===== src/uart_cfg.svh =====
// Offsets, field positions, reset values and counts of the serial control and status unit.
//
// Summary of operation
// - Received multiproc flag 1 clears multiproc_irq_en.
// - Filtering suppresses receive requests and receive flags.
// - Filtering skips buffer transfer and error checks.
// - Flagged character wakes receiver, sets multiproc_flag_rx.
// - Transmit done requests when holding register empty.
// - Done request drops on flag or enable clear.
// - Clock output select only in asynchronous internal.
// - Clock source 1 makes the pin an input.
// - Asynchronous internal: 00 input ignored, 01 output.
// - Synchronous internal clock always drives the pin.
// - Asynchronous output clock runs at bit rate.
// - Status register layout, transmit empty down to multiproc.
// - Flags clear only by read-one then write-zero.
// - Transmit end and received multiproc are read-only.
// - Status loads 84 hex on reset, standby.
// - Transmit empty set by reset, disable, load.
// - Transmit empty 0 means holding register valid.
// - Filtering only in asynchronous multiprocessor format.
// - Transmit empty requests when enabled and set.
`ifndef UART_CFG_SVH
`define UART_CFG_SVH

`define UCS_OFF_CONTROL  8'h00
`define UCS_OFF_STATUS   8'h04
`define UCS_OFF_MODE     8'h08
`define UCS_OFF_TX_HOLD  8'h0C
`define UCS_OFF_RX_BUF   8'h10

`define UCS_CTL_TIE      7
`define UCS_CTL_RIE      6
`define UCS_CTL_TE       5
`define UCS_CTL_RE       4
`define UCS_CTL_MULTIPROC_IRQ_EN     3
`define UCS_CTL_TX_DONE_IRQ_EN     2
`define UCS_CTL_CKSRC    1
`define UCS_CTL_CKOUT    0

`define UCS_ST_TX_EMPTY_FLAG      7
`define UCS_ST_RX_FULL_FLAG      6
`define UCS_ST_OVERRUN_FLAG      5
`define UCS_ST_FER       4
`define UCS_ST_PER       3
`define UCS_ST_TRANSMIT_END_FLAG      2
`define UCS_ST_MPB       1
`define UCS_ST_MULTIPROC_FLAG_TX      0

`define UCS_MODE_SYNC    0
`define UCS_MODE_MPF     1

`define UCS_CONTROL_RST  8'h00
`define UCS_STATUS_RST   8'h84
`define UCS_MODE_RST     2'h0

`define UCS_HALF_BIT_CYC 8'h10
`define UCS_EXT_OVERSAMP 4'hF

`endif


===== src/uart_pkg.sv =====
// Types shared by the serial control and status unit.
package uart_pkg;

    typedef struct packed {
        logic       valid;
        logic [7:0] data;
        logic       multiproc_flag_rx;
        logic       frame_err;
        logic       parity_err;
    } rx_event_t;

    typedef struct packed {
        logic       valid;
        logic [7:0] data;
        logic       multiproc_flag_rx;
    } tx_load_t;

    typedef enum logic [2:0] {
        CM_INT_IN,
        CM_INT_OUT,
        CM_INT_SYNC,
        CM_EXT_ASYNC,
        CM_EXT_SYNC
    } clk_mode_t;

endpackage


===== src/status_flag.sv =====
// One status flag that hardware sets and software clears by read-one then write-zero.
`timescale 1ns/1ps
module status_flag #(parameter logic INIT = 1'b0)
(
    // Clock and reset.
    input  wire logic clk_sys,
    input  wire logic reset,
    // Control.
    input  wire logic force_init,
    input  wire logic set,
    input  wire logic rd_seen,
    input  wire logic clr_req,
    // State.
    output logic      flag_q
);
    logic flag_d;
    logic armed_q;
    logic armed_d;

    always_comb
    begin
        flag_d  = flag_q;
        armed_d = armed_q;
        if (rd_seen && flag_q)
            armed_d = 1'b1;
        if (clr_req && armed_q)
        begin
            flag_d  = 1'b0;
            armed_d = 1'b0;
        end
        // A set in the clearing cycle wins.
        if (set)
            flag_d = 1'b1;
        if (force_init)
        begin
            flag_d  = INIT;
            armed_d = 1'b0;
        end
    end

    always_ff @(posedge clk_sys)
    begin
        if (reset)
        begin
            flag_q  <= INIT;
            armed_q <= 1'b0;
        end
        else
        begin
            flag_q  <= flag_d;
            armed_q <= armed_d;
        end
    end
endmodule


===== src/sync2.sv =====
// Two-flop synchroniser for a level from another clock domain.
`timescale 1ns/1ps
module sync2
(
    // Clock and reset.
    input  wire logic clk_sys,
    input  wire logic reset,
    // Level in and out.
    input  wire logic din,
    output logic      dout
);
    logic meta_q;
    logic sync_q;

    always_ff @(posedge clk_sys)
    begin
        if (reset)
        begin
            meta_q <= 1'b0;
            sync_q <= 1'b0;
        end
        else
        begin
            meta_q <= din;
            sync_q <= meta_q;
        end
    end

    assign dout = sync_q;
endmodule


===== src/uart_control_status.sv =====
// Control and status registers, receive filtering and clock pin logic of the serial unit.
//
// Added by the designer: the address map and register access over APB.
`timescale 1ns/1ps
`include "uart_cfg.svh"
module uart_control_status
    import uart_pkg::*;
(
    // Clock, reset and low power.
    input  wire logic        clk_sys,
    input  wire logic        reset,
    input  wire logic        standby,
    input  wire logic        module_standby,
    // APB slave.
    input  wire logic [7:0]  paddr,
    input  wire logic        psel,
    input  wire logic        penable,
    input  wire logic        pwrite,
    input  wire logic [31:0] pwdata,
    output logic [31:0]      prdata,
    output logic             pready,
    output logic             pslverr,
    // Receive shifter events.
    input  wire rx_event_t   rx_evt,
    // Transmit shifter handshake.
    input  wire logic        tx_shift_ready,
    input  wire logic        tx_last_bit_done,
    output tx_load_t         tx_load,
    // Serial clock pin and bit tick.
    input  wire logic        sck_i,
    output logic             sck_o,
    output logic             sck_oe,
    output logic             bit_tick,
    // Controls to the shifters.
    output logic             tx_on,
    output logic             rx_on,
    output logic             sync_mode,
    // Interrupt requests.
    output logic             rx_full_irq,
    output logic             rx_error_irq,
    output logic             tx_empty_irq,
    output logic             tx_done_irq
);
    logic [31:0] prdata_q, prdata_d;
    logic        pready_q, pready_d;
    logic        pslverr_q, pslverr_d;
    logic [7:0]  ctrl_q, ctrl_d;
    logic [1:0]  mode_q, mode_d;
    logic [7:0]  txh_q, txh_d;
    logic [7:0]  rxb_q, rxb_d;
    logic        mpb_q, mpb_d;
    logic        multiproc_flag_tx_q, multiproc_flag_tx_d;
    logic        transmit_end_flag_q, transmit_end_flag_d;
    logic        tx_empty_flag_d1_q;
    tx_load_t    txl_q, txl_d;
    logic        tx_empty_flag_q, rx_full_flag_q, overrun_flag_q, fer_q, per_q;
    logic [7:0]  status_val;
    logic        low_power, acc, done, wr, rd, mapped;
    logic        wr_status, rd_status;
    logic        mp_active, rx_take, discard, good, mp_wake;
    logic        rx_full_flag_set, overrun_flag_set, fer_set, per_set;
    logic        load, tx_empty_flag_fall;
    logic [3:0]  irq_q, irq_d;
    logic        sck_s, sck_prev_q, sck_rise;
    logic        sck_o_q, sck_o_d, sck_oe_q, sck_oe_d;
    logic        tick_q, tick_d;
    logic [7:0]  div_q, div_d;
    logic [3:0]  os_q, os_d;
    clk_mode_t   cmode;

    assign low_power = standby | module_standby;
    assign acc       = psel & penable;
    assign done      = acc & pready_q;
    assign wr        = done & pwrite;
    assign rd        = done & ~pwrite;
    assign wr_status = wr & (paddr == `UCS_OFF_STATUS);
    assign rd_status = rd & (paddr == `UCS_OFF_STATUS);
    assign mapped    = (paddr == `UCS_OFF_CONTROL) | (paddr == `UCS_OFF_STATUS)
                     | (paddr == `UCS_OFF_MODE) | (paddr == `UCS_OFF_TX_HOLD)
                     | (paddr == `UCS_OFF_RX_BUF);

    // Status layout, transmit empty in the top bit.
    assign status_val = {tx_empty_flag_q, rx_full_flag_q, overrun_flag_q, fer_q, per_q,
                         transmit_end_flag_q, mpb_q, multiproc_flag_tx_q};

    // Filtering applies only to asynchronous multiprocessor format.
    assign mp_active = ~mode_q[`UCS_MODE_SYNC] & mode_q[`UCS_MODE_MPF]
                     & ctrl_q[`UCS_CTL_MULTIPROC_IRQ_EN];
    assign rx_take   = rx_evt.valid & ctrl_q[`UCS_CTL_RE] & ~overrun_flag_q & ~fer_q;
    assign discard   = mp_active & ~rx_evt.multiproc_flag_rx;
    assign good      = rx_take & ~discard;
    assign mp_wake   = rx_take & mp_active & rx_evt.multiproc_flag_rx;
    assign overrun_flag_set  = good & rx_full_flag_q;
    assign fer_set   = good & ~rx_full_flag_q & rx_evt.frame_err & ~mode_q[`UCS_MODE_SYNC];
    assign per_set   = good & ~rx_full_flag_q & ~rx_evt.frame_err & rx_evt.parity_err
                     & ~mode_q[`UCS_MODE_SYNC];
    assign rx_full_flag_set  = good & ~rx_full_flag_q & ~fer_set & ~per_set;

    assign load      = ctrl_q[`UCS_CTL_TE] & ~tx_empty_flag_q & tx_shift_ready & ~txl_q.valid;
    assign tx_empty_flag_fall = tx_empty_flag_d1_q & ~tx_empty_flag_q;

    // Holding register empty; zero means unsent data is held.
    status_flag #(.INIT(1'b1)) u_tx_empty_flag
    (
        .clk_sys    (clk_sys),
        .reset      (reset),
        .force_init (low_power),
        .set        (load | ~ctrl_q[`UCS_CTL_TE]),
        .rd_seen    (rd_status & prdata_q[`UCS_ST_TX_EMPTY_FLAG]),
        .clr_req    (wr_status & ~pwdata[`UCS_ST_TX_EMPTY_FLAG]),
        .flag_q     (tx_empty_flag_q)
    );

    status_flag #(.INIT(1'b0)) u_rx_full_flag
    (
        .clk_sys    (clk_sys),
        .reset      (reset),
        .force_init (low_power),
        .set        (rx_full_flag_set),
        .rd_seen    (rd_status & prdata_q[`UCS_ST_RX_FULL_FLAG]),
        .clr_req    (wr_status & ~pwdata[`UCS_ST_RX_FULL_FLAG]),
        .flag_q     (rx_full_flag_q)
    );

    status_flag #(.INIT(1'b0)) u_overrun_flag
    (
        .clk_sys    (clk_sys),
        .reset      (reset),
        .force_init (low_power),
        .set        (overrun_flag_set),
        .rd_seen    (rd_status & prdata_q[`UCS_ST_OVERRUN_FLAG]),
        .clr_req    (wr_status & ~pwdata[`UCS_ST_OVERRUN_FLAG]),
        .flag_q     (overrun_flag_q)
    );

    status_flag #(.INIT(1'b0)) u_fer
    (
        .clk_sys    (clk_sys),
        .reset      (reset),
        .force_init (low_power),
        .set        (fer_set),
        .rd_seen    (rd_status & prdata_q[`UCS_ST_FER]),
        .clr_req    (wr_status & ~pwdata[`UCS_ST_FER]),
        .flag_q     (fer_q)
    );

    status_flag #(.INIT(1'b0)) u_per
    (
        .clk_sys    (clk_sys),
        .reset      (reset),
        .force_init (low_power),
        .set        (per_set),
        .rd_seen    (rd_status & prdata_q[`UCS_ST_PER]),
        .clr_req    (wr_status & ~pwdata[`UCS_ST_PER]),
        .flag_q     (per_q)
    );

    sync2 u_sck_sync
    (
        .clk_sys (clk_sys),
        .reset   (reset),
        .din     (sck_i),
        .dout    (sck_s)
    );

    assign sck_rise = sck_s & ~sck_prev_q;

    // Registers, receive path and transmit handoff.
    always_comb
    begin
        pready_d  = acc & ~pready_q;
        pslverr_d = acc & ~pready_q & ~mapped;
        prdata_d  = prdata_q;
        if (acc && !pready_q && !pwrite)
        begin
            prdata_d = 32'h0000_0000;
            unique case (paddr)
                `UCS_OFF_CONTROL: prdata_d[7:0] = ctrl_q;
                `UCS_OFF_STATUS:  prdata_d[7:0] = status_val;
                `UCS_OFF_MODE:    prdata_d[1:0] = mode_q;
                `UCS_OFF_TX_HOLD: prdata_d[7:0] = txh_q;
                `UCS_OFF_RX_BUF:  prdata_d[7:0] = rxb_q;
                default:          prdata_d      = 32'h0000_0000;
            endcase
        end
        ctrl_d = ctrl_q;
        mode_d = mode_q;
        txh_d  = txh_q;
        multiproc_flag_tx_d = multiproc_flag_tx_q;
        if (wr && paddr == `UCS_OFF_CONTROL)
            ctrl_d = pwdata[7:0];
        if (wr && paddr == `UCS_OFF_MODE)
            mode_d = pwdata[1:0];
        if (wr && paddr == `UCS_OFF_TX_HOLD)
            txh_d = pwdata[7:0];
        // Only the transmit multiproc bit takes written data.
        if (wr_status)
            multiproc_flag_tx_d = pwdata[`UCS_ST_MULTIPROC_FLAG_TX];
        if (mp_wake)
            ctrl_d[`UCS_CTL_MULTIPROC_IRQ_EN] = 1'b0;
        rxb_d = rxb_q;
        if (good && !rx_full_flag_q)
            rxb_d = rx_evt.data;
        mpb_d = mpb_q;
        if (good && mode_q[`UCS_MODE_MPF] && !mode_q[`UCS_MODE_SYNC])
            mpb_d = rx_evt.multiproc_flag_rx;
        transmit_end_flag_d = transmit_end_flag_q;
        if (tx_empty_flag_fall)
            transmit_end_flag_d = 1'b0;
        if (tx_last_bit_done && tx_empty_flag_q)
            transmit_end_flag_d = 1'b1;
        txl_d.valid = load;
        txl_d.data  = load ? txh_q : txl_q.data;
        txl_d.multiproc_flag_rx   = load ? multiproc_flag_tx_q : txl_q.multiproc_flag_rx;
        if (low_power)
        begin
            ctrl_d = `UCS_CONTROL_RST;
            transmit_end_flag_d = 1'(`UCS_STATUS_RST >> `UCS_ST_TRANSMIT_END_FLAG);
            mpb_d  = 1'b0;
            multiproc_flag_tx_d = 1'b0;
        end
        irq_d[0] = rx_full_flag_q & ctrl_q[`UCS_CTL_RIE] & ~mp_active;
        irq_d[1] = (overrun_flag_q | fer_q | per_q) & ctrl_q[`UCS_CTL_RIE] & ~mp_active;
        irq_d[2] = tx_empty_flag_q & ctrl_q[`UCS_CTL_TIE];
        irq_d[3] = transmit_end_flag_q & ctrl_q[`UCS_CTL_TX_DONE_IRQ_EN];
    end

    always_ff @(posedge clk_sys)
    begin
        if (reset)
        begin
            prdata_q  <= 32'h0000_0000;
            pready_q  <= 1'b0;
            pslverr_q <= 1'b0;
            ctrl_q    <= `UCS_CONTROL_RST;
            mode_q    <= `UCS_MODE_RST;
            txh_q     <= 8'h00;
            rxb_q     <= 8'h00;
            mpb_q     <= 1'b0;
            multiproc_flag_tx_q    <= 1'b0;
            transmit_end_flag_q    <= 1'b1;
            tx_empty_flag_d1_q <= 1'b1;
            txl_q     <= '0;
            irq_q     <= 4'h0;
        end
        else
        begin
            prdata_q  <= prdata_d;
            pready_q  <= pready_d;
            pslverr_q <= pslverr_d;
            ctrl_q    <= ctrl_d;
            mode_q    <= mode_d;
            txh_q     <= txh_d;
            rxb_q     <= rxb_d;
            mpb_q     <= mpb_d;
            multiproc_flag_tx_q    <= multiproc_flag_tx_d;
            transmit_end_flag_q    <= transmit_end_flag_d;
            tx_empty_flag_d1_q <= tx_empty_flag_q;
            txl_q     <= txl_d;
            irq_q     <= irq_d;
        end
    end

    // Clock source and pin direction.
    always_comb
    begin
        if (ctrl_q[`UCS_CTL_CKSRC])
            cmode = mode_q[`UCS_MODE_SYNC] ? CM_EXT_SYNC : CM_EXT_ASYNC;
        else if (mode_q[`UCS_MODE_SYNC])
            cmode = CM_INT_SYNC;
        else
            cmode = ctrl_q[`UCS_CTL_CKOUT] ? CM_INT_OUT : CM_INT_IN;
    end

    always_comb
    begin
        div_d   = (div_q == `UCS_HALF_BIT_CYC - 8'h01) ? 8'h00 : div_q + 8'h01;
        sck_o_d = sck_o_q;
        sck_oe_d = 1'b0;
        os_d    = os_q;
        tick_d  = 1'b0;
        unique case (cmode)
            CM_INT_IN, CM_INT_OUT, CM_INT_SYNC:
            begin
                // One pin period per bit.
                if (div_q == `UCS_HALF_BIT_CYC - 8'h01)
                begin
                    sck_o_d = ~sck_o_q;
                    tick_d  = sck_o_q;
                end
                sck_oe_d = (cmode != CM_INT_IN);
            end
            CM_EXT_ASYNC:
            begin
                // Sixteen rising pin edges make one bit.
                if (sck_rise)
                begin
                    os_d   = os_q + 4'h1;
                    tick_d = (os_q == `UCS_EXT_OVERSAMP);
                end
                sck_oe_d = 1'b0;
            end
            CM_EXT_SYNC:
            begin
                tick_d   = sck_rise;
                sck_oe_d = 1'b0;
            end
        endcase
    end

    always_ff @(posedge clk_sys)
    begin
        if (reset)
        begin
            div_q      <= 8'h00;
            sck_o_q    <= 1'b1;
            sck_oe_q   <= 1'b0;
            os_q       <= 4'h0;
            tick_q     <= 1'b0;
            sck_prev_q <= 1'b0;
        end
        else
        begin
            div_q      <= div_d;
            sck_o_q    <= sck_o_d;
            sck_oe_q   <= sck_oe_d;
            os_q       <= os_d;
            tick_q     <= tick_d;
            sck_prev_q <= sck_s;
        end
    end

    assign prdata       = prdata_q;
    assign pready       = pready_q;
    assign pslverr      = pslverr_q;
    assign tx_load      = txl_q;
    assign sck_o        = sck_o_q;
    assign sck_oe       = sck_oe_q;
    assign bit_tick     = tick_q;
    assign tx_on        = ctrl_q[`UCS_CTL_TE];
    assign rx_on        = ctrl_q[`UCS_CTL_RE];
    assign sync_mode    = mode_q[`UCS_MODE_SYNC];
    assign rx_full_irq  = irq_q[0];
    assign rx_error_irq = irq_q[1];
    assign tx_empty_irq = irq_q[2];
    assign tx_done_irq  = irq_q[3];
endmodule


===== config.mk =====
export PLATFORM = sky130hd
export DESIGN_NAME = uart_control_status
export DESIGN_NICKNAME = d
export VERILOG_FILES = /design/src/uart_pkg.sv /design/src/status_flag.sv /design/src/sync2.sv /design/src/uart_control_status.sv
export VERILOG_INCLUDE_DIRS = /design/src /design/src/src
export SDC_FILE = /design/constraint.sdc
export NUM_CORES = 1
export LEC_CHECK = 0
export BUFFER_PORTS_ARGS = -buffer_cell sky130_fd_sc_hd__buf_2
export CAP_MARGIN = 20
export CORE_ASPECT_RATIO = 1.4
export CORE_UTILIZATION = 46
export DETAILED_ROUTE_END_ITERATION = 8
export GPL_TIMING_DRIVEN = 0
export PLACE_DENSITY = 0.88
export SLEW_MARGIN = 10
export SYNTH_ARGS = -nofsm -noshare
export SYNTH_HDL_FRONTEND = slang
export SYNTH_SLANG_ARGS = --single-unit

===== constraint.sdc =====
create_clock -name clk_sys -period 2 [get_ports clk_sys]
set_input_delay 0.2 -clock clk_sys [delete_from_list [all_inputs] [get_ports clk_sys]]
set_output_delay 0.2 -clock clk_sys [all_outputs]
set_load 0.03 [all_outputs]

Word level (Yosys, flattened, before mapping)
Index checks and enable logic that the tools add are counted.

Bits in registers: 82. Input bits: 62. Output and inout port bits: 54. Word-level logic and storage cells: 186.

Add/subtract/negate cells: 2. Equality and inequality tests: 10. Muxes and demuxes: 18. Bitwise gates (word level): 78. Reduce and logical (&&, ||, !) cells: 44.

Operator list (number): $and 1x1->1 (47); $reduce_or 3->1 (9); $eq 8x4->1 const B (3); $pmux 6 s4 (1); $not 1->1 (23); $logic_and 1x1->1 (19); $mux 1 (11); $pmux 2 s5 (1); $add 8x1->8 const B (1); $eq 8x3->1 const B (1); $eq 8x5->1 const B (1); $logic_not 8->1 (1); $or 1x1->1 (8); $reduce_bool 2->1 (4); $eq 3x2->1 const B (2); $mux 3 (2); $reduce_or 2->1 (3); $add 4x1->4 const B (1); $eq 4x4->1 const B (1); $logic_not 1->1 (4); $reduce_and 2->1 (2); $eq 3x1->1 const B (1); $eq 3x3->1 const B (1); $logic_not 3->1 (1); other kinds (4) (4).

Logic depth before layout (Yosys ltp)
Depth in word-level cells: 13. Mapped depth: 6. Depth with buffers taken out: 6.

Cells and area by module
A second synthesis with hierarchy kept.

Cell total of the unflattened synthesis: 397. Area, all modules: 3708.6 sq um.

By module, submodules not included: uart_control_status (instances 1, cells an instance 354, area an instance 3259.4 sq um, sequential area each 1401.3 sq um); status_flag at u_fer ... (instances 4, cells an instance 8, area an instance 80.1 sq um, sequential area each 40.0 sq um); status_flag at u_tx_empty_flag (instances 1, cells an instance 7, area an instance 76.3 sq um, sequential area each 40.0 sq um); sync2 (instances 1, cells an instance 4, area an instance 52.6 sq um, sequential area each 40.0 sq um).

Worst setup path before layout
Ideal clock, no wire load.

Path type: in2reg. From: input port paddr[1]. To: register u_tx_empty_flag.flag_q. Library setup time: 0.165 ns. Data arrival time: 1.773 ns. Data required time: 1.835 ns. Path slack: 0.062 ns. Stages on the path: 6. Buffers on the path: 2. Path through: or4_1 buf_2 or4b_4 buf_6 o31ai_4 nand4_1.

Word-level cells in the longest chain between the ends: 4.

RTL lines: start: declaration (RTL line uart_control_status.sv:15) `input wire logic [7:0] paddr,`; $eq 8x3->1; $and 1x1->1 (RTL line uart_control_status.sv:76) `` assign wr_status = wr & (paddr == `UCS_OFF_STATUS); ``; $and 1x1->1 (RTL line uart_control_status.sv:110) `` .clr_req (wr_status & ~pwdata[`UCS_ST_TX_EMPTY_FLAG]), ``; $logic_and 1x1->1 (RTL line status_flag.sv:26) `if (clr_req && armed_q)`; end signal: assignment (RTL line status_flag.sv:50) `flag_q <= flag_d;`; end: declaration (RTL line status_flag.sv:14) `output logic flag_q`.

Every way passes these cells. A chain may end at the register's enable or synchronous reset.

Worst setup path in the final report
From: register mode_q[0]. To: register tick_q, in the netlist bit_tick.

Word-level cells in the longest chain between the ends: 5. Elaborated cells between the ends (all ways): 10. Those cells by class: eq/ne: 4; mux: 4; reduce/logical: 2.

RTL lines: start: declaration (RTL line uart_control_status.sv:48) `logic [1:0] mode_q, mode_d;`; start signal: assignment (RTL line uart_control_status.sv:236) `` mode_q <= `UCS_MODE_RST; ``; start signal: assignment (RTL line uart_control_status.sv:252) `mode_q <= mode_d;`; $mux 2 or $mux 3 (tied branches) (RTL line uart_control_status.sv:269, uart_control_status.sv:268); $mux 3 * (RTL line uart_control_status.sv:267) `` if (ctrl_q[`UCS_CTL_CKSRC]) ``; $eq 3x1->1 (tied with other cells) (RTL line uart_control_status.sv:282) `unique case (cmode)`; $reduce_or 3->1 (RTL line uart_control_status.sv:282); $pmux 1 s3 * (RTL line uart_control_status.sv:282); end signal: assignment (RTL line uart_control_status.sv:328) `tick_q <= tick_d;`; end: declaration (RTL line uart_control_status.sv:66) `logic tick_q, tick_d;`.

Every way passes the cells marked *; elsewhere a longest branch is shown, timed or not.

==> metrics <==
status=finished, final reports clean; fin. max-slew vios=0; RSZ-0062 raised after global routing=false; largest net degree at the start of global routing=14; antenna violations before repair=0; Die H=108.0 µm; Filler Cell Count=703; share of Yosys cell area claimed by the top area cell type=between 40% and 50%; Yosys reg bits=82; Worst EP required=approximately 2.3 ns; vias=3,362; Max Cap Viol=0; DRT Pass-1 Iters=6; Startpoint Class=flop; Crit. Startpoint=mode_q[0]; remaining global-route overflow=0; worst-path maximum fanout=11; Post-Syn Area=between 3000 and 4000 µm²; ANT cells=0; Post-Synth Simple-Gate Area=21.03%; Final Util=approximately 58%; post-synthesis sequential area ratio=between 40% and 50%; Worst Hold Class=input pin to flop; CTS buffer count=9; Post-CTS Setup Bufs=0; Max clock buf depth=2; reg-to-reg startpoint=mode_q[0]; average cell area after synthesis=between 8 and 9 µm²; dominant synthesized flop cell=dfxtp_1; Root Buffer=clkbuf_8; Yosys warnings=0; synth top area cells=dfxtp_1 44%, mux2i_1 6.2%, buf_4 4.9%; drt wl/cell=between 15 and 20 µm; final setup vio count=0; WS Path Type=flop to flop; CTS Sinks=82; Mapped Cells=413; Setup TNS Final=0 ns; Via density=5.440; drt initial violations=341; later-pin clock latency in the skew report=around 0.36 ns; Routed Antenna Nets=0; RD Place Congestion=just under 1; # DRC=0; FF/Latch Area=~1600 µm²; I/O pin cnt=116; All-Layer GR Usage=23.15%; Routed WL=approximately 9500 µm; number of global-route vias before repair=3,074; Crit. End Element=flop; Final Hold Vio Count=0; Synth area leader=dfxtp_1; Die Area=roughly 8400 µm²; Rel. slew slack=50.90%; port buffer count=65; Layout area overhead=21.23%; number of synthesized flops with an enable pin=0; main combinational cell family by area after synthesis=simple AND/OR/NAND/NOR gates; die width=between 70 and 80 µm; share of cells above drive strength 1=between 20% and 30%; CTS tree=done; most frequent cells in the layout=81 x dfxtp_1, 69 x buf_2, 40 x nor2_1; Post-Route Skew=0.01147 ns; # H-tree levels=3; highest clock rate=~550 MHz; Peak VDD IR=about 430 µV; Post-DP Area=4239 µm²; setup ws final=~0.17 ns; Worst EP arrival=approximately 2.1 ns; post-synthesis compound-gate area fraction=between 10 and 15%; hpwl dp=slightly above 7000 µm; Pwr Total=between 3 and 4 mW; crit path time final=1.834 ns; Synth Area in XOR/XNOR=between 2 and 2.5%; clock slew at reported path FFs=about 0.080 ns; Initial Utilization=a little under half; async set or reset register ratio after synthesis=0%; Rows=38; first-pass GRT wire length=14,840 µm; actual slew at the worst max-slew pin=~0.73 ns; Post-Layout Inst Area=4479 µm²; Multi-input gate area=roughly 1800 µm²; crit share post-route=between 90% and 100%; dpl ws=-0.2140 ns; Yosys cell types=52; P_leak=around 1.8 nW; core box area=7750 µm²; most common cell after layout, fill and taps aside=dfxtp_1; hold path start=sck_i; Post-layout nets=579; Power Density=around 740 nW/µm²; mux cell area share after synthesis=7.755%; adder-cell share of the synthesized area=1.355%
==> logic make-up (layout without fill, tap and decap cells) <==
| kind of cell | Yosys count | count (layout) |
|---|---|---|
| AND/OR/NAND/NOR | 150 | 150 |
| adder cells (fa/ha/maj) | 4 | 4 |
| AO/OA/AOI/OAI | 82 | 82 |
| multiplexers | 26 | 26 |
| buffers and inverters | 58 | 140 |
| other | 1 | 24 |
| flip-flops | 82 | 82 |
| XOR/XNOR | 10 | 10 |
==> what timing repair did <==
item / 4_1_cts / 5_1_grt
resized for setup: 0 / 4
hold buffers: 0 / 0
setup endpoints to repair: 0 / 7
==> metrics by stage <==
step	cells	hold WS, ns
finish	618	0.05760
global route	618	0.05920
CTS	618	0.05347
detailed placement	602	0.4232
global placement	601	0.4144
floorplan	436	0.3282
==> cell usage after synthesis, types with 5 or more instances <==
library cell / number
inv_1: 15
nor4_1: 5
o31ai_1: 5
nand3_1: 23
clkbuf_1: 13
nand2_1: 33
nand2b_1: 6
nor2b_1: 7
o21ai_0: 23
a32oi_1: 6
xnor2_1: 7
o211ai_1: 5
nor2_1: 40
mux2i_1: 23
buf_4: 24
nor3_1: 8
a21oi_1: 31
and3_1: 7
dfxtp_1: 82
==> power by group <==
part	internal [mW]	total [mW]	switching [mW]
registers	1.64	1.65	0.00530
logic	0.0870	0.255	0.168
clock network	0.823	1.41	0.587
==> flip-flops by register name, indices dropped and copies added, names as in the netlist, 2 cells and up <==
register	count
prdata	8
irq_q	4
os_q	4
div_q	8
mode_q	2
tx_load	10
txh_q	8
ctrl_q	8
rxb_q	8
==> cell type report <==
cell class                 count  share of cell area (%)
buffer                        43                   5.922
clock buffer                  10                   2.849
clock inverter                 6                   2.346
sequential                    82                   36.68
tap                          100                   2.793
inverter                      15                   1.257
multi-input combinational    296                   40.73
timing repair buffer          66                   7.430
==> final timing paths <==
| kind | end | depth (start not counted) | slack (ns) |
|---|---|---|---|
| setup reg to reg | bit_tick | 6 | 0.17 |
| hold / removal | u_sck_sync.meta_q | 2 | 0.06 |
| hold reg to reg | div_q[0] | 1 | 0.44 |
| setup / recovery | bit_tick | 6 | 0.17 |
==> layer usage <==
| metal | vias to the layer above | track usage [%] | wire length [µm] |
|---|---|---|---|
| li1 | 1607 | - | - |
| met1 | 1576 | 26.96 | 3783 |
| met2 | 146 | 39.82 | 4691 |
| met3 | 33 | 4.557 | 637 |
| met4 | 0 | 12.53 | 374 |
| met5 | - | 0 | 0 |
==> critical path: stages (launching register included) <==
cell and delay, ns:
dfxtp_2 0.45, inv_1 0.11, ha_1 0.36, nand2b_1 0.15, mux2i_1 0.18, mux2_2 0.35, nor3_1 0.16
Power figures use the tool's default switching activity.
